**src/design/ssc_defs.svh**
```systemverilog
// register offsets, bit positions and reset values of the status/control block
`ifndef SSC_DEFS_SVH
`define SSC_DEFS_SVH
`define SSC_AW        3
`define SSC_DW        8
`define SSC_A_FMT     3'h0
`define SSC_A_TRC     3'h1
`define SSC_A_NEC     3'h2
`define SSC_A_ST1     3'h3
`define SSC_A_ST2     3'h4
`define SSC_A_DAT     3'h5
`define SSC_F_LOOP    7
`define SSC_F_PORT    6
`define SSC_F_POL     5
`define SSC_F_NINE    4
`define SSC_F_ROUSE   3
`define SSC_F_ILTY    2
`define SSC_F_PEN     1
`define SSC_F_PTY     0
`define SSC_C_TBIE    7
`define SSC_C_TDIE    6
`define SSC_C_RFIE    5
`define SSC_C_LQIE    4
`define SSC_C_TXON    3
`define SSC_C_RXON    2
`define SSC_C_SLEEP   1
`define SSC_C_BRK     0
`define SSC_N_RX9     7
`define SSC_N_TX9     6
`define SSC_N_DMAR    5
`define SSC_N_DMAT    4
`define SSC_S_TBE     7
`define SSC_S_TDN     6
`define SSC_S_RXF     5
`define SSC_S_LQ      4
`define SSC_S_OVR     3
`define SSC_S_NOI     2
`define SSC_S_FRM     1
`define SSC_S_PAR     0
`define SSC_S2_BRK    1
`define SSC_S2_ACT    0
`define SSC_ERR_MASK  8'h0f
`define SSC_RDCLR_MSK 8'h3f
`define SSC_RW_NEC    8'h7f
`define SSC_ST1_RST   8'hc0
`define SSC_ZERO8     8'h00
`endif

```
**src/design/ssc_pkg.sv**
```systemverilog
// types shared by the status/control block and its neighbours
`default_nettype none
package ssc_pkg;
  typedef struct packed {
    logic       char_done;
    logic [8:0] data;
    logic       parity_bad;
    logic       noise;
    logic       stop_zero;
    logic       is_break;
    logic       idle_seen;
    logic       start_low;
    logic       false_start;
    logic       ones_seen;
  } ssc_rx_ev_t;
  typedef struct packed {
    logic load_req;
    logic busy;
    logic idle_ack;
    logic brk_ack;
  } ssc_tx_ev_t;
  typedef struct packed {
    logic       on;
    logic       brk_send;
    logic       brk_one;
    logic       idle_pend;
    logic       load;
    logic [8:0] data;
  } ssc_tx_ctl_t;
  typedef struct packed {
    logic       on;
    logic       sleep;
    logic [7:0] fmt;
  } ssc_rx_ctl_t;
  typedef struct packed {
    logic tx;
    logic rx;
    logic err;
  } ssc_irq_t;
  typedef struct packed {
    logic [7:0]  fmt;
    logic [7:0]  trc;
    logic [7:0]  nec;
    logic [7:0]  st1;
    logic [7:0]  st2;
    logic [7:0]  arm1;
    logic [7:0]  arm2;
    logic [7:0]  rx_buf;
    logic [7:0]  tx_buf;
    logic        quiet_armed;
    logic        brk_armed;
    logic        off_busy;
    ssc_tx_ctl_t txc;
    logic [7:0]  rd_data;
    ssc_irq_t    irq;
  } ssc_state_t;
endpackage
`default_nettype wire

```
**src/design/ssc_core.sv**
```systemverilog
// control, status flags and interrupt requests of the serial interface
`default_nettype none
`include "ssc_defs.svh"
// Functional notes
// - tx_on off then on during a send queues one idle character after it.
// - writes to tx_on and rx_on are ignored while port_on is low.
// - clearing rx_on stops receive, keeps receive flags; reset clears both enables.
// - rx_sleep suppresses receive irqs; chosen wake condition clears it.
// - brk_send set then cleared gives one break; held set gives continuous breaks.
// - brk_send toggled while an idle is queued keeps the idle queued and also queues one break.
// - rx_ninth takes bit 8 (9-bit) or bit 7 (8-bit); reset keeps it.
// - tx_ninth goes to shifter with data buffer; reset keeps it.
// - error irq when an error flag and its enable are both set.
// - tx_buf_empty sets on transfer, clears by status read then data write.
// - tx_done set while buffer empty and nothing sending; clears when queued.
// - rx_full sets on receive transfer; clears by status read then data read.
// - line_quiet sets on idle line, irq if enabled, cleared by read sequence.
// - line_quiet needs a character setting rx_full after enable or clear.
// - overrun keeps buffer, drops new char; cleared only if set at status read.
// - noise_flag sets on noise, clears by read sequence, reset clears it.
// - frame_err sets on zero stop bit, clears by read sequence.
// - parity_err sets on parity failure, clears by read sequence.
// - break sets break_seen, frame_err, rx_full; clears rx_ninth in 9-bit.
// - break_seen clears by status2 read then data read; rearms after ones.
// - rx_active sets on low first sample, clears on false start or idle.
// - port_on low forces tx_buf_empty and tx_done high, kills tx irq.
// - rouse_method 1 wakes on address mark, 0 on idle line.
module ssc_core
  import ssc_pkg::*;
(
  // clock and reset
  input  wire logic                clk,
  input  wire logic                sys_rst,
  // register port
  input  wire logic [`SSC_AW-1:0]  addr,
  input  wire logic [`SSC_DW-1:0]  wr_data,
  input  wire logic                wr_stb,
  input  wire logic                rd_stb,
  output logic      [`SSC_DW-1:0]  rd_data,
  // receiver engine
  input  wire ssc_rx_ev_t          rx_ev,
  output ssc_rx_ctl_t              rx_ctl,
  // transmitter engine
  input  wire ssc_tx_ev_t          tx_ev,
  output ssc_tx_ctl_t              tx_ctl,
  // interrupt requests
  output ssc_irq_t                 irq
);

  ssc_state_t st_reg;
  ssc_state_t st_next;

  logic wr_fmt;
  logic wr_trc;
  logic wr_nec;
  logic wr_dat;
  logic rd_st1;
  logic rd_st2;
  logic rd_dat;
  logic port_on;
  logic rx_live;
  logic tx_take;
  logic char_ok;
  logic char_ovr;
  logic brk_hit;
  logic wake_msb;

  assign wr_fmt   = wr_stb && (addr == `SSC_A_FMT);
  assign wr_trc   = wr_stb && (addr == `SSC_A_TRC);
  assign wr_nec   = wr_stb && (addr == `SSC_A_NEC);
  assign wr_dat   = wr_stb && (addr == `SSC_A_DAT);
  assign rd_st1   = rd_stb && (addr == `SSC_A_ST1);
  assign rd_st2   = rd_stb && (addr == `SSC_A_ST2);
  assign rd_dat   = rd_stb && (addr == `SSC_A_DAT);
  assign port_on  = st_reg.fmt[`SSC_F_PORT];
  // receive events count only while the receiver runs
  assign rx_live  = port_on && st_reg.trc[`SSC_C_RXON];
  assign tx_take  = tx_ev.load_req && !st_reg.st1[`SSC_S_TBE] && port_on
                    && st_reg.trc[`SSC_C_TXON];
  assign char_ovr = rx_live && rx_ev.char_done && st_reg.st1[`SSC_S_RXF];
  assign char_ok  = rx_live && rx_ev.char_done && !st_reg.st1[`SSC_S_RXF];
  assign brk_hit  = char_ok && rx_ev.is_break && st_reg.brk_armed;
  assign wake_msb = st_reg.fmt[`SSC_F_NINE] ? rx_ev.data[8] : rx_ev.data[7];

  always_comb
  begin
    st_next          = st_reg;
    st_next.txc.load = 1'b0;

    // configuration writes
    if (wr_fmt)
    begin
      st_next.fmt = wr_data;
    end
    if (wr_trc)
    begin
      st_next.trc[`SSC_C_TBIE] = wr_data[`SSC_C_TBIE];
      st_next.trc[`SSC_C_TDIE] = wr_data[`SSC_C_TDIE];
      st_next.trc[`SSC_C_RFIE] = wr_data[`SSC_C_RFIE];
      st_next.trc[`SSC_C_LQIE] = wr_data[`SSC_C_LQIE];
      st_next.trc[`SSC_C_SLEEP] = wr_data[`SSC_C_SLEEP];
      st_next.trc[`SSC_C_BRK]  = wr_data[`SSC_C_BRK];
      if (port_on)
      begin
        st_next.trc[`SSC_C_TXON] = wr_data[`SSC_C_TXON];
        st_next.trc[`SSC_C_RXON] = wr_data[`SSC_C_RXON];
      end
      // a fresh receiver enable must see a character before idle counts
      if (port_on && wr_data[`SSC_C_RXON] && !st_reg.trc[`SSC_C_RXON])
      begin
        st_next.quiet_armed = 1'b0;
      end
      // off-then-on while busy asks the sender for one idle character
      if (port_on && tx_ev.busy)
      begin
        if (st_reg.trc[`SSC_C_TXON] && !wr_data[`SSC_C_TXON])
        begin
          st_next.off_busy = 1'b1;
        end
        if (st_reg.off_busy && !st_reg.trc[`SSC_C_TXON] && wr_data[`SSC_C_TXON])
        begin
          st_next.txc.idle_pend = 1'b1;
          st_next.off_busy      = 1'b0;
        end
      end
      // a set-then-clear of break leaves one break for the sender to emit
      if (st_reg.trc[`SSC_C_BRK] && !wr_data[`SSC_C_BRK])
      begin
        st_next.txc.brk_one = 1'b1;
      end
    end
    if (!tx_ev.busy)
    begin
      st_next.off_busy = 1'b0;
    end
    if (tx_ev.idle_ack)
    begin
      st_next.txc.idle_pend = 1'b0;
    end
    if (tx_ev.brk_ack)
    begin
      st_next.txc.brk_one = 1'b0;
    end
    // dma bits are storage here, except tx dma, which masks the buffer-empty tx irq; software keeps them at zero
    if (wr_nec)
    begin
      st_next.nec = (wr_data & `SSC_RW_NEC) | (st_reg.nec & ~`SSC_RW_NEC);
    end

    // status read snapshots decide what the following data access clears
    if (rd_st1)
    begin
      st_next.arm1 = st_reg.st1;
    end
    if (rd_st2)
    begin
      st_next.arm2 = st_reg.st2;
    end
    if (rd_dat)
    begin
      // only flags seen set at the status read are cleared
      st_next.st1  = st_reg.st1 & ~(st_reg.arm1 & `SSC_RDCLR_MSK);
      st_next.arm1 = st_reg.arm1 & ~`SSC_RDCLR_MSK;
      if (st_reg.arm2[`SSC_S2_BRK])
      begin
        st_next.st2[`SSC_S2_BRK]  = 1'b0;
        st_next.arm2[`SSC_S2_BRK] = 1'b0;
      end
      if (st_reg.arm1[`SSC_S_LQ])
      begin
        st_next.quiet_armed = 1'b0;
      end
    end
    if (wr_dat)
    begin
      st_next.tx_buf = wr_data;
      if (st_reg.arm1[`SSC_S_TBE])
      begin
        st_next.st1[`SSC_S_TBE]  = 1'b0;
        st_next.arm1[`SSC_S_TBE] = 1'b0;
      end
    end

    // buffer to shifter transfer; set after clears so a same-cycle set wins
    if (tx_take)
    begin
      st_next.txc.load        = 1'b1;
      st_next.txc.data        = {st_reg.nec[`SSC_N_TX9], st_reg.tx_buf};
      st_next.st1[`SSC_S_TBE] = 1'b1;
    end

    // receive events
    if (char_ovr)
    begin
      st_next.st1[`SSC_S_OVR] = 1'b1;
    end
    if (char_ok)
    begin
      st_next.rx_buf           = rx_ev.data[7:0];
      st_next.nec[`SSC_N_RX9]  = wake_msb;
      st_next.st1[`SSC_S_RXF]  = 1'b1;
      st_next.quiet_armed      = 1'b1;
      if (rx_ev.parity_bad)
      begin
        st_next.st1[`SSC_S_PAR] = 1'b1;
      end
      if (rx_ev.noise)
      begin
        st_next.st1[`SSC_S_NOI] = 1'b1;
      end
      if (rx_ev.stop_zero)
      begin
        st_next.st1[`SSC_S_FRM] = 1'b1;
      end
    end
    if (brk_hit)
    begin
      st_next.st2[`SSC_S2_BRK] = 1'b1;
      st_next.st1[`SSC_S_FRM]  = 1'b1;
      st_next.brk_armed        = 1'b0;
      if (st_reg.fmt[`SSC_F_NINE])
      begin
        st_next.nec[`SSC_N_RX9] = 1'b0;
      end
    end
    if (rx_live && rx_ev.ones_seen)
    begin
      st_next.brk_armed = 1'b1;
    end
    if (rx_live && rx_ev.idle_seen && st_reg.quiet_armed)
    begin
      st_next.st1[`SSC_S_LQ] = 1'b1;
    end
    if (rx_live && (rx_ev.false_start || rx_ev.idle_seen))
    begin
      st_next.st2[`SSC_S2_ACT] = 1'b0;
    end
    if (rx_live && rx_ev.start_low)
    begin
      st_next.st2[`SSC_S2_ACT] = 1'b1;
    end
    // standby ends on the selected wake condition
    if (st_reg.trc[`SSC_C_SLEEP] && rx_live)
    begin
      if (st_reg.fmt[`SSC_F_ROUSE] && char_ok && wake_msb)
      begin
        st_next.trc[`SSC_C_SLEEP] = 1'b0;
      end
      if (!st_reg.fmt[`SSC_F_ROUSE] && rx_ev.idle_seen)
      begin
        st_next.trc[`SSC_C_SLEEP] = 1'b0;
      end
    end

    // transmitter flags pinned while the port is off
    if (!st_next.fmt[`SSC_F_PORT])
    begin
      st_next.st1[`SSC_S_TBE] = 1'b1;
    end
    st_next.st1[`SSC_S_TDN] = !st_next.fmt[`SSC_F_PORT]
                              || (st_next.st1[`SSC_S_TBE] && !tx_ev.busy
                                  && !st_next.txc.idle_pend && !st_next.txc.brk_one
                                  && !st_next.txc.load && !st_reg.txc.load
                                  && !st_next.trc[`SSC_C_BRK]);
    st_next.txc.on       = st_next.trc[`SSC_C_TXON];
    st_next.txc.brk_send = st_next.trc[`SSC_C_BRK];

    // read data, presented the cycle after the strobe
    st_next.rd_data = `SSC_ZERO8;
    if (rd_stb)
    begin
      case (addr)
        `SSC_A_FMT: st_next.rd_data = st_reg.fmt;
        `SSC_A_TRC: st_next.rd_data = st_reg.trc;
        `SSC_A_NEC: st_next.rd_data = st_reg.nec;
        `SSC_A_ST1: st_next.rd_data = st_reg.st1;
        `SSC_A_ST2: st_next.rd_data = st_reg.st2;
        `SSC_A_DAT: st_next.rd_data = st_reg.rx_buf;
        default:    st_next.rd_data = `SSC_ZERO8;
      endcase
    end

    // interrupt requests from the next flag values so they leave a flop
    st_next.irq.tx = st_next.fmt[`SSC_F_PORT]
                     && ((st_next.st1[`SSC_S_TBE] && st_next.trc[`SSC_C_TBIE]
                          && !st_next.nec[`SSC_N_DMAT])
                         || (st_next.st1[`SSC_S_TDN] && st_next.trc[`SSC_C_TDIE]));
    st_next.irq.rx = !st_next.trc[`SSC_C_SLEEP]
                     && ((st_next.st1[`SSC_S_RXF] && st_next.trc[`SSC_C_RFIE])
                         || (st_next.st1[`SSC_S_LQ] && st_next.trc[`SSC_C_LQIE]));
    st_next.irq.err = |(st_next.st1 & st_next.nec & `SSC_ERR_MASK);

    // synchronous reset; ninth bits and data buffers keep their contents
    if (sys_rst)
    begin
      st_next.fmt         = `SSC_ZERO8;
      st_next.trc         = `SSC_ZERO8;
      st_next.nec         = st_reg.nec & ~`SSC_RDCLR_MSK;
      st_next.st1         = `SSC_ST1_RST;
      st_next.st2         = `SSC_ZERO8;
      st_next.arm1        = `SSC_ZERO8;
      st_next.arm2        = `SSC_ZERO8;
      st_next.quiet_armed = 1'b0;
      st_next.brk_armed   = 1'b1;
      st_next.off_busy    = 1'b0;
      st_next.txc         = '0;
      st_next.txc.data    = st_reg.txc.data;
      st_next.rd_data     = `SSC_ZERO8;
      st_next.irq         = '0;
    end
  end

  always_ff @(posedge clk)
  begin
    st_reg <= st_next;
  end

  assign rd_data       = st_reg.rd_data;
  assign tx_ctl        = st_reg.txc;
  assign irq           = st_reg.irq;
  assign rx_ctl.on     = st_reg.trc[`SSC_C_RXON];
  assign rx_ctl.sleep  = st_reg.trc[`SSC_C_SLEEP];
  assign rx_ctl.fmt    = st_reg.fmt;
endmodule
`default_nettype wire

```
**config.mk**
```make
export PLATFORM = sky130hd
export DESIGN_NAME = ssc_core
export DESIGN_NICKNAME = d
export VERILOG_FILES = /design/src/design/ssc_pkg.sv /design/src/design/ssc_core.sv
export VERILOG_INCLUDE_DIRS = /design/src /design/src/design
export SDC_FILE = /design/constraint.sdc
export NUM_CORES = 1
export LEC_CHECK = 0
export BUFFER_PORTS_ARGS = -buffer_cell sky130_fd_sc_hd__buf_2
export CAP_MARGIN = 20
export CORE_AREA = 4 4 101 103
export CTS_CLUSTER_DIAMETER = 40
export CTS_CLUSTER_SIZE = 16
export DETAILED_ROUTE_END_ITERATION = 12
export DIE_AREA = 0 0 105 107
export GPL_ROUTABILITY_DRIVEN = 0
export PLACE_DENSITY = 0.69
export RECOVER_POWER = 50
export SYNTH_ARGS = -nofsm -noshare
export SYNTH_HDL_FRONTEND = slang
export SYNTH_SLANG_ARGS = --single-unit
```
**constraint.sdc**
```tcl
create_clock -name clk -period 1.9 [get_ports clk]
set_input_delay 0 -clock clk [delete_from_list [all_inputs] [get_ports clk]]
set_output_delay 0 -clock clk [all_outputs]
set_load 0.02 [all_outputs]
```
After elaboration in Yosys (flattened, before gate mapping):

Cells that the tools add are included.

* register bits after elaboration: 88
* latch bits: 0
* bits in writable memories: 0
* bits in read-only memories: 0
* output and inout port bits: 35
* logic and storage cells: 173
* memories kept: 0

* $add $sub $neg: 0
* $mul: 0
* divide/modulo/power cells: 0
* order comparisons: 0
* eq/ne operators: 5
* shift operators: 0
* muxes and demuxes: 51
* bitwise logic cells: 8
* reductions and logical operators: 80

Operators with widths (count)
* 8-bit one-hot mux with 6 select lines: 1
* 1-bit logical AND: 45
* 8-bit two-way mux: 5
* 1-bit two-way mux: 39
* 1-bit logical NOT: 16
* 10-bit two-way mux: 1
* 8-bit AND: 1
* 6-bit NOT with 8-bit output: 1
* 7-bit by 8-bit bitwise OR with 8-bit output: 1
* 2-bit AND reduction: 4
* 2-bit nonzero test: 4
* 2-bit OR reduction: 4
* 7-bit two-way mux: 1
* 3-bit by 2-bit == test with 1-bit output, second input constant: 2
* 3-bit == test, second input constant: 2
* 2-bit two-way mux: 3
* 4-bit AND: 1
* 1-bit logical OR: 4
* 1-bit NOT: 4
* 4-bit OR reduction: 1
* 3-bit by 1-bit == test with 1-bit output, second input constant: 1
* 3-bit logical NOT: 1
* 3-bit two-way mux: 1
* 3-bit AND reduction: 1

Logic depth before layout (Yosys ltp):

Gate-level depths: netlist of run 1.

* word-level depth: 17
* gate-level depth with buffers: 7
* mapped depth without buffers: 5

Worst setup path before layout of run 1:

OpenSTA, ideal clock, no wires.

* kind: input to register
* start: input addr[2]
* end: register st_reg (netlist bit irq[2])
* setup time: 0.088 ns
* arrival: 1.537 ns
* setup slack: 0.275 ns
* stages on the path: 6
* path buffers: 1
* path through: buf_4 -> nand2b_4 -> nor3b_2 -> mux2_2 -> o32a_1 -> nor4_2

* word-level cells in the longest chain between the ends: 17
* elaborated cells on any way between the ends: 37
* those cells by class: eq/ne (3); mux (11); reduce/logical (23)

Ends and longest elaborated chain
* start, declared: RTL line ssc_core.sv:35 `` input wire logic [`SSC_AW-1:0] addr, ``
* 3-bit == test
* 1-bit logical AND: RTL line ssc_core.sv:74 `` assign rd_dat = rd_stb && (addr == `SSC_A_DAT); ``
* 8-bit two-way mux: RTL line ssc_core.sv:159 `if (rd_dat)`
* 1-bit two-way mux: RTL line ssc_core.sv:177 `` if (st_reg.arm1[`SSC_S_TBE]) ``
* 1-bit two-way mux: RTL line ssc_core.sv:174 `if (wr_dat)`
* 1-bit two-way mux: RTL line ssc_core.sv:185 `if (tx_take)`
* 1-bit two-way mux: RTL line ssc_core.sv:256 `` if (!st_next.fmt[`SSC_F_PORT]) ``
* 1-bit logical AND (6 in a row): RTL line ssc_core.sv:261 `` || (st_next.st1[`SSC_S_TBE] && !tx_ev.busy ``
* 1-bit logical OR: RTL line ssc_core.sv:260 `` st_next.st1[`SSC_S_TDN] = !st_next.fmt[`SSC_F_PORT] ``
* 1-bit logical AND: RTL line ssc_core.sv:287 `` || (st_next.st1[`SSC_S_TDN] && st_next.trc[`SSC_C_TDIE])); ``
* 1-bit logical OR: RTL line ssc_core.sv:285 `` && ((st_next.st1[`SSC_S_TBE] && st_next.trc[`SSC_C_TBIE] ``
* 1-bit logical AND (*): RTL line ssc_core.sv:284 `` st_next.irq.tx = st_next.fmt[`SSC_F_PORT] ``
* end signal, assigned: RTL line ssc_core.sv:315 `st_reg <= st_next;`
* end, declared: RTL line ssc_core.sv:50 `ssc_state_t st_reg;`

Mark *: on every way between the ends. The rest lies on a longest branch, timed or not.
A chain may end at the register's enable or synchronous reset.

Final worst setup path of run 1:

* start: register st_reg (netlist bit rx_ctl[6])
* end: register st_reg[60] in the netlist's numbering

* word-level cells in the longest chain between the ends: 3
* elaborated cells on any way between the ends: 5
* those cells by class: mux (1); reduce/logical (4)

Ends and longest elaborated chain
* 1-bit logical AND (*): RTL line ssc_core.sv:77 `` assign rx_live = port_on && st_reg.trc[`SSC_C_RXON]; ``
* 1-bit logical AND (on tied branches): RTL line ssc_core.sv:238, ssc_core.sv:234
* 1-bit two-way mux or 2-bit nonzero test (tied branches)

Marked as above.

==> metrics.csv, run 1 <==
metric,value,unit
result of the run,"finished, final reports clean",
Inserted Clock Buffers,9,
number of flops mapped to enable cells by yosys,27,
CTS H-Tree Depth,3,
fraction of the core area covered by cells at the end of the flow,0.468,
number of global-route vias before repair,2798,
setup ws final,0.175,ns
post-CTS setup-driven buffer insertion count,0,
Hold WC Path Type,input port to register,
Yosys warnings,0,
routed vias/inst,5.18,
max-cap check violation count,0,
Finish-stage setup viols,0,
layout cells sized above 1,0.160,
synthesized net count,392,
Power per Cell Area,829,nW/um^2
number of primary I/O pins,72,
first-pass GRT wire length,14.7,mm
routed vias,2779,
detailed-routing iteration count for the pre-antenna-repair pass,5,
Iter 0 DRT Violations,198,
Die W,105,um
maximum clock frequency,580,MHz
Yosys reg bits,84,
final-report max-slew violation count,0,
largest voltage drop on the vdd net,0.000319,V
crit path launch type,register,
Synth Flop Type,dfxtp_1,
simple-gate area share of the yosys netlist,0.163,
Post-Synthesis Cells,355,
setup skew after layout,0.00969,ns
Antenna diodes,0,
total DRC errors in the routed layout,0,
Setup CP Type,register to register,
TritonCTS clock tree,built,
CTS root buf,clkbuf_8,
final cycle utilization of the critical path,0.908,
slowest cell on the critical path,dlygate4sd3_1,
Critical Path Sink Type,register,
# placed instances,494,
static power due to leakage,0.00165,uW
"CTS clk-pin slew, worst paths",0.09,ns
Fillers,884,
Power Total,3570,uW
site row count,35,
residual overflow from global routing,0,
Post-Synth Adder-Cell Area,0,
sequential element share of the synthesized area,0.533,
compound-gate portion of the synthesized area,0.111,
count of buffers inserted at the top-level ports,71,
multiplexer fraction of the synthesized cell area,0.0889,
Largest register FFs,51,
effective utilization at floorplan,0.398,
detailed placement HPWL,6.94,mm
list of cells traversed by the critical path,and2_1 -> o21ai_0 -> a22oi_1 -> dlygate4sd3_1 -> nor2_1,
Skew-Pair Late Insertion Delay,0.36,ns
setup_tns,0,ns
ANT nets after route,0,
number of nets in the final layout,457,
total die area,11200,um^2
post-detailed-route wirelength per cell,17.3,um
unrepaired setup endpoints after global routing,no,
async set-reset flop share out of synthesis,0,
combined global-route utilization of all metal layers,0.170,
number of hold violations in the final report,0,
main combinational cell family by area after synthesis,simple AND/OR/NAND/NOR gates,
number of buffers on the longest clock path,2,
Crit path largest cell delay,0.56,ns
Syn Area/Cell,10.3,um^2
Final Instance Count excl. Fillers,536,
mapped cell area,3660,um^2
xor-xnor portion of the synthesized cell area,0,
count of different cell masters after synthesis,47,
signed area change from the synthesized netlist to the final layout,17.5,%
Setup WS pre-CTS,0.205,ns
worst rel slew slack,0.575,
worst-path fanout max,10,
antenna violations before repair,0,
largest net degree at the start of global routing,36,
"Min Clock Period, post-route",1.72,ns
total wire length after detailed routing,9.27,mm
kind of cell adding the most delay to the critical path,buffers and inverters,
CP bufs+invs,1,
worst slew pin tran,0.636,ns
DIE HEIGHT,107,um
post-synth top area share,0.312,
dominant cell type by area after synthesis,dfxtp_1,
area of the core region,9200,um^2
Critical Path AT,1.97,ns
Worst EP required,2.14,ns
clock sink count,84,
synth top area cells,"dfxtp_1 31%, edfxtp_1 22%, mux2i_1 7.7%",
==> layout make-up <==
cell class	instances	area, um^2	share of cell area
timing repair buffer	111	659	0.153
sequential	84	1950	0.454
multi-input combinational	210	1310	0.304
clock inverter	5	86.3	0.0201
tap	111	139	0.0323
clock buffer	11	141	0.0329
inverter	4	15.0	0.00349
==> layer usage <==
metal / vias up / GRT usage / routed length, um
li1: 1340 / - / -
met1: 1332 / 0.213 / 4020
met2: 92 / 0.287 / 4560
met3: 15 / 0.0482 / 549
met4: 0 / 0.0497 / 140
met5: - / 0 / 0
==> layout by cell type, fill, tap and decap left out, types with 3 or more instances in the layout <==
master	netlist	final
a21oi_1	23	23
a22o_1	7	7
a22oi_1	4	4
a31oi_1	3	3
and2_1	14	13
and3_1	4	4
buf_2	2	34
buf_4	36	10
clkbuf_1	15	42
clkbuf_8	0	10
clkinv_4	0	3
dfxtp_1	57	56
dlygate4sd3_1	0	26
edfxtp_1	27	27
inv_1	4	4
mux2_2	4	4
mux2i_1	28	28
nand2_1	39	39
nand3_1	4	4
nor2_1	34	34
nor2b_1	5	5
o21ai_0	8	8
o22ai_1	3	3
==> cell families after synthesis <==
| logic type | Yosys count |
|---|---|
| AO/OA/AOI/OAI | 62 |
| buffers and inverters | 61 |
| flip-flops | 84 |
| multiplexers | 32 |
| AND/OR/NAND/NOR | 116 |
==> path summary, 6_finish.rpt <==
check	slack, ns	to	start	depth (start not counted)
worst min-delay path	0.04	st_reg[69]	rx_ev[5]	5
worst max-delay path	0.18	st_reg[60]	rx_ctl[6]	5
worst min register to register	0.42	tx_ctl[1]	st_reg[29]	0
worst max register to register	0.18	st_reg[60]	rx_ctl[6]	5
==> what timing repair did <==
| action | 4_1_cts | 5_1_grt |
|---|---|---|
| setup endpoints to repair | 0 | 1 |
| hold buffers | 26 | 0 |
| gates resized for setup | 0 | 1 |
| endpoints found under the hold margin | 38 | 0 |
==> metrics by stage <==
step | hold WS, ns | instance area (um^2)
2_1_floorplan | 0.0768 | 3660
3_3_place_gp | 0.178 | 3890
3_5_place_dp | 0.178 | 3890
4_1_cts | 0.0499 | 4380
5_1_grt | 0.0797 | 4300
6_report | 0.0424 | 4300
==> worst min-delay path, stage by stage <==
cell	delay (ns)
buf_2	0.08
a21oi_1	0.03
nor2_1	0.09
a21oi_1	0.07
nor2_1	0.09
==> power by group <==
group,internal [uW],leakage (uW),switching (uW)
registers,1870,0.000705,13.2
logic,115,0.000832,138
clock network,783,0.000114,649
total,2770,0.00165,801
==> synthesized netlist by cell type, types with 5 or more instances <==
cell type	count
edfxtp_1	27
nor2b_1	5
a22o_1	7
nand2_1	39
buf_4	36
clkbuf_1	15
nor2_1	34
dfxtp_1	57
o21ai_0	8
and2_1	14
a21oi_1	23
mux2i_1	28
(Power assumes the default switching activity.)
==> run 2: changes to the inputs <==
Settings changed: SETUP_SLACK_MARGIN from default to 0.5.
==> run 2 against run 1 <==
Combinational power increased by 8.3%. Largest power group unchanged. Power down 8.1%. Global-route usage shrank 0.15 points. Routed wire length grew 2.9%. Cell count rose by 2.2%.
==> metrics.csv, run 2 (synthesis gave the netlist of run 1 again) <==
metric,value,unit,change
met1 Resource Use GR,0.221,,+0.00806
site row count,35,,unchanged
signed area change from the synthesized netlist to the final layout,22.0,%,
total wire length after detailed routing,9.54,mm,+2.9%
Hold WC Path Type,input port to register,,
number of nets in the final layout,469,,+2.6%
detailed-routing iteration count for the pre-antenna-repair pass,6,,+1
Final Instance Count excl. Fillers,548,,+2.2%
global routing usage on met3,0.0464,,-0.00181
max-cap check violation count,0,,unchanged
Min-Delay Path Depth,4,,-1
CTS H-Tree Depth,3,,unchanged
busiest grt layer,met2,,
R2R Path Start,rx_ctl[6],,
Worst Hold End,tx_ctl[10],,
unrepaired setup endpoints after global routing,yes,,
kind of cell adding the most delay to the critical path,simple AND/OR/NAND/NOR gates,,
result of the run,"finished, final reports clean",,
setup skew after layout,0.00619,ns,-0.00351 ns
total DRC errors in the routed layout,0,,unchanged
static power due to leakage,0.00171,uW,+3.8%
# placed instances,494,,unchanged
total die area,11200,um^2,unchanged
Iter 0 DRT Violations,207,,+4.5%
Inserted Clock Buffers,9,,unchanged
area of the core region,9200,um^2,unchanged
worst reg2reg endpoint,rd_data[6],,
first-pass GRT wire length,14.8,mm,+0.70%
Skew-Pair Late Insertion Delay,0.36,ns,about the same
antenna violations before repair,0,,unchanged
Die W,105,um,unchanged
number of hold violations in the final report,0,,unchanged
routed vias/inst,5.12,,-1.2%
DIE HEIGHT,107,um,unchanged
setup_tns,0,ns,unchanged
ANT nets after route,0,,unchanged
Largest register FFs,51,,unchanged
final cycle utilization of the critical path,0.781,,-0.126
largest net degree at the start of global routing,36,,unchanged
"most common cell after layout, fill and taps aside",dfxtp_1,,
number of primary I/O pins,72,,unchanged
startpoint of the worst hold path,tx_ev[1],,
clock sink count,84,,unchanged
Finish-stage setup viols,0,,unchanged
list of cells traversed by the critical path,clkbuf_1 -> nor3b_4 -> mux2_2 -> o32a_1 -> nor4_2,,
Critical Path AT,1.76,ns,-0.21 ns
setup slack of the most critical reg-to-reg path,0.53,ns,+0.35 ns
Critical Path Sink Type,register,,
Crit path largest cell delay,0.54,ns,-0.02 ns
routed vias,2808,,+1.0%
global-route track usage on met2,0.272,,-0.0147
Worst EP required,2.18,ns,+0.04 ns
"CTS clk-pin slew, worst paths",0.08,ns,about the same
worst rel slew slack,0.548,,-0.0264
largest voltage drop on the vdd net,0.000364,V,+14%
number of global-route vias before repair,2813,,+0.54%
residual overflow from global routing,0,,unchanged
Antenna diodes,0,,unchanged
detailed placement HPWL,6.76,mm,-2.5%
effective utilization at floorplan,0.398,,unchanged
"commonest non-fill, non-tap cells in the layout","51 x dfxtp_1, 40 x clkbuf_1, 39 x nand2_1",,
final-report max-slew violation count,0,,unchanged
number of buffers on the longest clock path,2,,unchanged
crit path launch type,input port,,
worst-path fanout max,13,,+3
count of buffers inserted at the top-level ports,71,,unchanged
combined global-route utilization of all metal layers,0.169,,-0.00146
worst slew pin tran,0.677,ns,+0.0410 ns
maximum clock frequency,673,MHz,+16%
post-detailed-route wirelength per cell,17.4,um,+0.69%
CP bufs+invs,1,,unchanged
CTS root buf,clkbuf_8,,
length in cells of the worst reg-to-reg path,7,,+2
Power per Cell Area,734,nW/um^2,-11%
slowest cell on the critical path,nor3b_4,,
Setup CP Type,input port to register,,
Power Total,3280,uW,-8.1%
"Min Clock Period, post-route",1.48,ns,-0.240 ns
TritonCTS clock tree,built,,
layout cells sized above 1,0.229,,+0.0688
==> run 2: cell types whose count changed in the layout (fill, tap and decap cells not counted), sizes merged <==
cell      delta
buf         +14
clkbuf       -3
bufinv       -2
clkinvlp     +2
clkinv       +1
==> run 2: repair_timing <==
action                                  CTS  global route
hold endpoints to repair                 38             0
endpoints found under the setup margin   17             5
hold buffers                             26             0
gates resized for setup                  16            16
pin swaps                                 4             8
buffers inserted                          1            11
==> run 2: worst register-to-register path, delay by kind of cell (launching register included) <==
family                 cells  cell delay (ns)
AO/OA/AOI/OAI              2             0.29
buffers and inverters      2             0.29
flip-flops                 1             0.37
multiplexers               1             0.13
AND/OR/NAND/NOR            2             0.20
==> run 2: area by class of cell <==
type	instances	area, um^2
Tap cell	111	139
Sequential cell	84	1970
Inverter	4	20.0
Clock inverter	6	40.0
Timing Repair Buffer	123	761
Clock buffer	10	128
Multi-Input combinational cell	210	1410
Fill cell	886	4730
==> run 2: routing by layer <==
layer	vias to the layer above	share of wire
li1	1361	-
met1	1353	0.44
met2	81	0.49
met3	13	0.048
met4	0	0.018
met5	-	0
==> run 2: worst max-delay path by stage <==
stage	start	endpoint	slack [ns]	cells past startpoint
6_report	addr[1]	irq[2]	0.42	5
3_3_place_gp	addr[2]	irq[2]	0.34	6
5_1_grt	addr[1]	irq[2]	0.36	5
3_5_place_dp	addr[2]	irq[2]	0.30	6
4_1_cts	st_reg[75]	irq[2]	0.50	5
2_1_floorplan	addr[2]	irq[2]	0.49	7
==> run 2: stage by stage <==
step / area (um^2) / utilization / hold WS [ns] / setup slack, ns
finish: 4470 / 0.486 / 0.0565 / 0.415
detailed placement: 3900 / 0.424 / 0.179 / 0.296
floorplan: 3680 / - / 0.0768 / 0.487
global placement: 3900 / 0.424 / 0.178 / 0.341
global route: 4470 / 0.486 / 0.111 / 0.355
CTS: 4390 / 0.477 / 0.0193 / 0.498
==> run 2: power breakdown <==
group | internal (uW) | switching [uW] | total [uW] | leakage, uW
registers | 1860 | 12.2 | 1870 | 0.000708
logic | 126 | 149 | 275 | 0.000928
clock network | 473 | 659 | 1130 | 0.0000780
total | 2460 | 819 | 3280 | 0.00171
==> run 3: changes to the inputs <==
Settings changed: ABC_AREA from default to 1, CORE_AREA 4 4 101 103 to 4 4 102 104, DIE_AREA 0 0 105 107 to 0 0 106 108, PLACE_DENSITY 0.69 to 0.71.
Clock period 1.9 ns to 1.2 ns, I/O delays scaled along.
==> run 3 against run 2 <==
Worst setup slack lost 0.75 ns. Highest routed layer unchanged. Critical endpoint is now st_reg[74]. Cell count grew 31%. The run now ends with negative hold slack, negative setup slack left. Die area grew 1.9%. Largest power group unchanged.
==> metrics.csv, run 3 <==
metric,value,unit,change
result of the run,finished with violations,,
violated checks,"negative hold slack, negative setup slack",,
area of the core region,9550,um^2,+3.8%
Die W,106,um,+0.95%
Antenna diodes,0,,unchanged
Setup WS pre-CTS,-0.149,ns,-0.445 ns
Critical Path Sink Type,register,,
TritonCTS clock tree,built,,
worst setup path startpoint,rx_ctl[6],,
top routing layer in use,met4,,
Net Sw Frac,0.247,,-0.00339
Skew-Pair Late Insertion Delay,0.37,ns,about the same
antenna violations before repair,0,,unchanged
signed area change from the synthesized netlist to the final layout,68.5,%,
Clock power frac,0.383,,+0.038
first-pass GRT wire length,18.5,mm,+25%
synth top area cells,"dfxtp_1 31%, edfxtp_1 22%, nand2_1 8.4%",,
number of nets in the final layout,618,,+32%
Yosys warnings,0,,unchanged
routed vias,3830,,+36%
max-cap check violation count,0,,unchanged
setup skew after layout,0.0112,ns,+0.00505 ns
switching power,1520,uW,+85%
Sequential Power Share,0.486,,-0.085
number of buffers on the longest clock path,2,,unchanged
# placed instances,636,,+29%
Critical Path AT,1.76,ns,about the same
Power Total,6150,uW,+87%
CTS root buf,clkbuf_8,,
ANT nets after route,0,,unchanged
setup ws final,-0.340,ns,-0.755 ns
Fillers,639,,-28%
metal2 WL,6.83,mm,+46%
count of different cell masters after synthesis,43,,-8.5%
Hold WC Path Type,input port to register,,
maximum clock frequency,650,MHz,
Min-Delay Path Depth,2,,-2
routed vias/inst,5.33,,+4.0%
detailed-routing iteration count for the pre-antenna-repair pass,5,,-1
post-synth top area share,0.307,,-0.00472
Worst EP required,1.42,ns,-0.76 ns
startpoint of the worst hold path,rx_ev[0],,
simple-gate area share of the yosys netlist,0.207,,+0.0443
length in cells of the worst reg-to-reg path,10,,+3
count of buffers inserted at the top-level ports,71,,unchanged
number of global-route vias before repair,3630,,+29%
final cycle utilization of the critical path,1.28,,
Power per Cell Area,981,nW/um^2,+34%
met1 wire length,5.31,mm,+25%
total wire length after detailed routing,14.2,mm,+49%
post-detailed-route wirelength per cell,19.7,um,+13%
R2R Path Start,rx_ctl[6],,
worst-path fanout max,4,,-9
mapped cell area,3720,um^2,+1.5%
Finish-stage setup viols,48,,+48
"most common cell after layout, fill and taps aside",buf_6,,
combined global-route utilization of all metal layers,0.210,,+0.0412
xor-xnor portion of the synthesized cell area,0,,unchanged
total die area,11400,um^2,+1.9%
unrepaired setup endpoints after global routing,yes,,
Post-Synthesis Cells,423,,+19%
effective utilization at floorplan,0.389,,-0.00881
crit path launch type,register,,
clock sink count,84,,unchanged
Inserted Clock Buffers,9,,unchanged
dominant cell type by area after synthesis,dfxtp_1,,
Iter 0 DRT Violations,323,,+56%
site row count,36,,+2.9%
main combinational cell family by area after synthesis,simple AND/OR/NAND/NOR gates,,
worst slew pin tran,0.735,ns,+0.0577 ns
layout cells sized above 1,0.556,,+0.327
synthesized net count,460,,+17%
final-report max-slew violation count,0,,unchanged
cell-internal power,4630,uW,+88%
total DRC errors in the routed layout,0,,unchanged
"CTS clk-pin slew, worst paths",0.09,ns,about the same
number of flops mapped to enable cells by yosys,27,,unchanged
"Min Clock Period, post-route",1.54,ns,
number of hold violations in the final report,6,,+6
Comb pwr share,0.130,,+0.046
routed length on met3,1.21,mm,+160%
static power due to leakage,0.00252,uW,+47%
largest net degree at the start of global routing,29,,-19%
residual overflow from global routing,0,,unchanged
number of primary I/O pins,72,,unchanged
"commonest non-fill, non-tap cells in the layout","72 x buf_6, 61 x nand2_1, 42 x buf_4",,
DIE HEIGHT,108,um,+0.93%
Yosys reg bits,84,,unchanged
Setup CP Type,register to register,,
setup_tns,-6.66,ns,-6.66 ns
"count leader, synth",nand2_1,,
compound-gate portion of the synthesized area,0.127,,+0.0158
largest voltage drop on the vdd net,0.000515,V,+42%
Synth Flop Type,dfxtp_1,,
Final Instance Count excl. Fillers,719,,+31%
fraction of the core area covered by cells at the end of the flow,0.656,,+0.170
async set-reset flop share out of synthesis,0,,unchanged
sequential element share of the synthesized area,0.525,,-0.00808
worst-case hold slack,-0.115,ns,-0.172 ns
"top cells by count, synth","83 x nand2_1, 57 x dfxtp_1, 45 x inv_1, 43 x nor2_1, 35 x buf_4",,
Largest register FFs,51,,unchanged
Post-Synth Adder-Cell Area,0,,unchanged
Syn Area/Cell,8.79,um^2,-15%
worst rel slew slack,0.509,,-0.0390
multiplexer fraction of the synthesized cell area,0.00269,,-0.0862
detailed placement HPWL,7.49,mm,+11%
CTS H-Tree Depth,3,,unchanged
-- run 3: final timing paths --
check / endpoint / slack, ns
setup / recovery: st_reg[74] / -0.34
hold / removal: st_reg[26] / -0.12
setup reg to reg: st_reg[74] / -0.34
hold reg to reg: tx_ctl[4] / 0.43
-- run 3: what timing repair did --
action / CTS / global route
endpoints found under the setup margin: 116 / 107
gates resized for setup: 164 / 97
hold endpoints to repair: 33 / 9
setup buffers: 21 / 21
cloned: 3 / 0
pin swaps: 27 / 45
hold buffers: 20 / 4
-- run 3: area by class of cell --
class / count / area (um^2) / area share
Sequential cell: 84 / 2020 / 0.322
Tap cell: 133 / 166 / 0.0266
Clock buffer: 13 / 159 / 0.0254
Inverter: 52 / 240 / 0.0384
Clock inverter: 3 / 68.8 / 0.0110
Timing Repair Buffer: 192 / 1880 / 0.300
Multi-Input combinational cell: 242 / 1730 / 0.276
-- run 3: cell families after synthesis --
kind of cell	count (synthesis)
AOI/OAI and AO/OA	77
muxes	1
and+or+nand+nor	164
DFF	84
buffers and inverters	97
-- run 3: critical path: stages (launching register included) --
cell and delay (ns):
dfxtp_2 0.36, buf_6 0.11, buf_6 0.12, nand2_2 0.05, nor2_1 0.10, nand2_1 0.12
nand2_1 0.15, nand2_2 0.09, nand4_1 0.12, buf_4 0.13, nand3_2 0.05
-- run 3: per-layer routing --
| metal | vias up | track usage |
|---|---|---|
| met5 | - | 0 |
| met4 | 0 | 0.103 |
| met3 | 71 | 0.0525 |
| met2 | 260 | 0.364 |
| met1 | 1817 | 0.244 |
| li1 | 1682 | - |
-- run 3: power groups by stage --
stage / Clock, uW / Combinational, uW / Sequential [uW]
after detailed placement: 0 / 530 / 3050
after CTS: 2330 / 695 / 2990
after floorplan: 0 / 312 / 3050
after global placement: 0 / 519 / 3050
after global routing: 2480 / 839 / 2990
final: 2360 / 801 / 2990
-- run 3: through the flow --
| step | hold slack (ns) | cell area [um^2] |
|---|---|---|
| floorplan | 0.0989 | 4010 |
| global placement | 0.178 | 4610 |
| detailed placement | 0.180 | 4610 |
| CTS | -0.107 | 5820 |
| global route | -0.103 | 6260 |
| finish | -0.115 | 6260 |
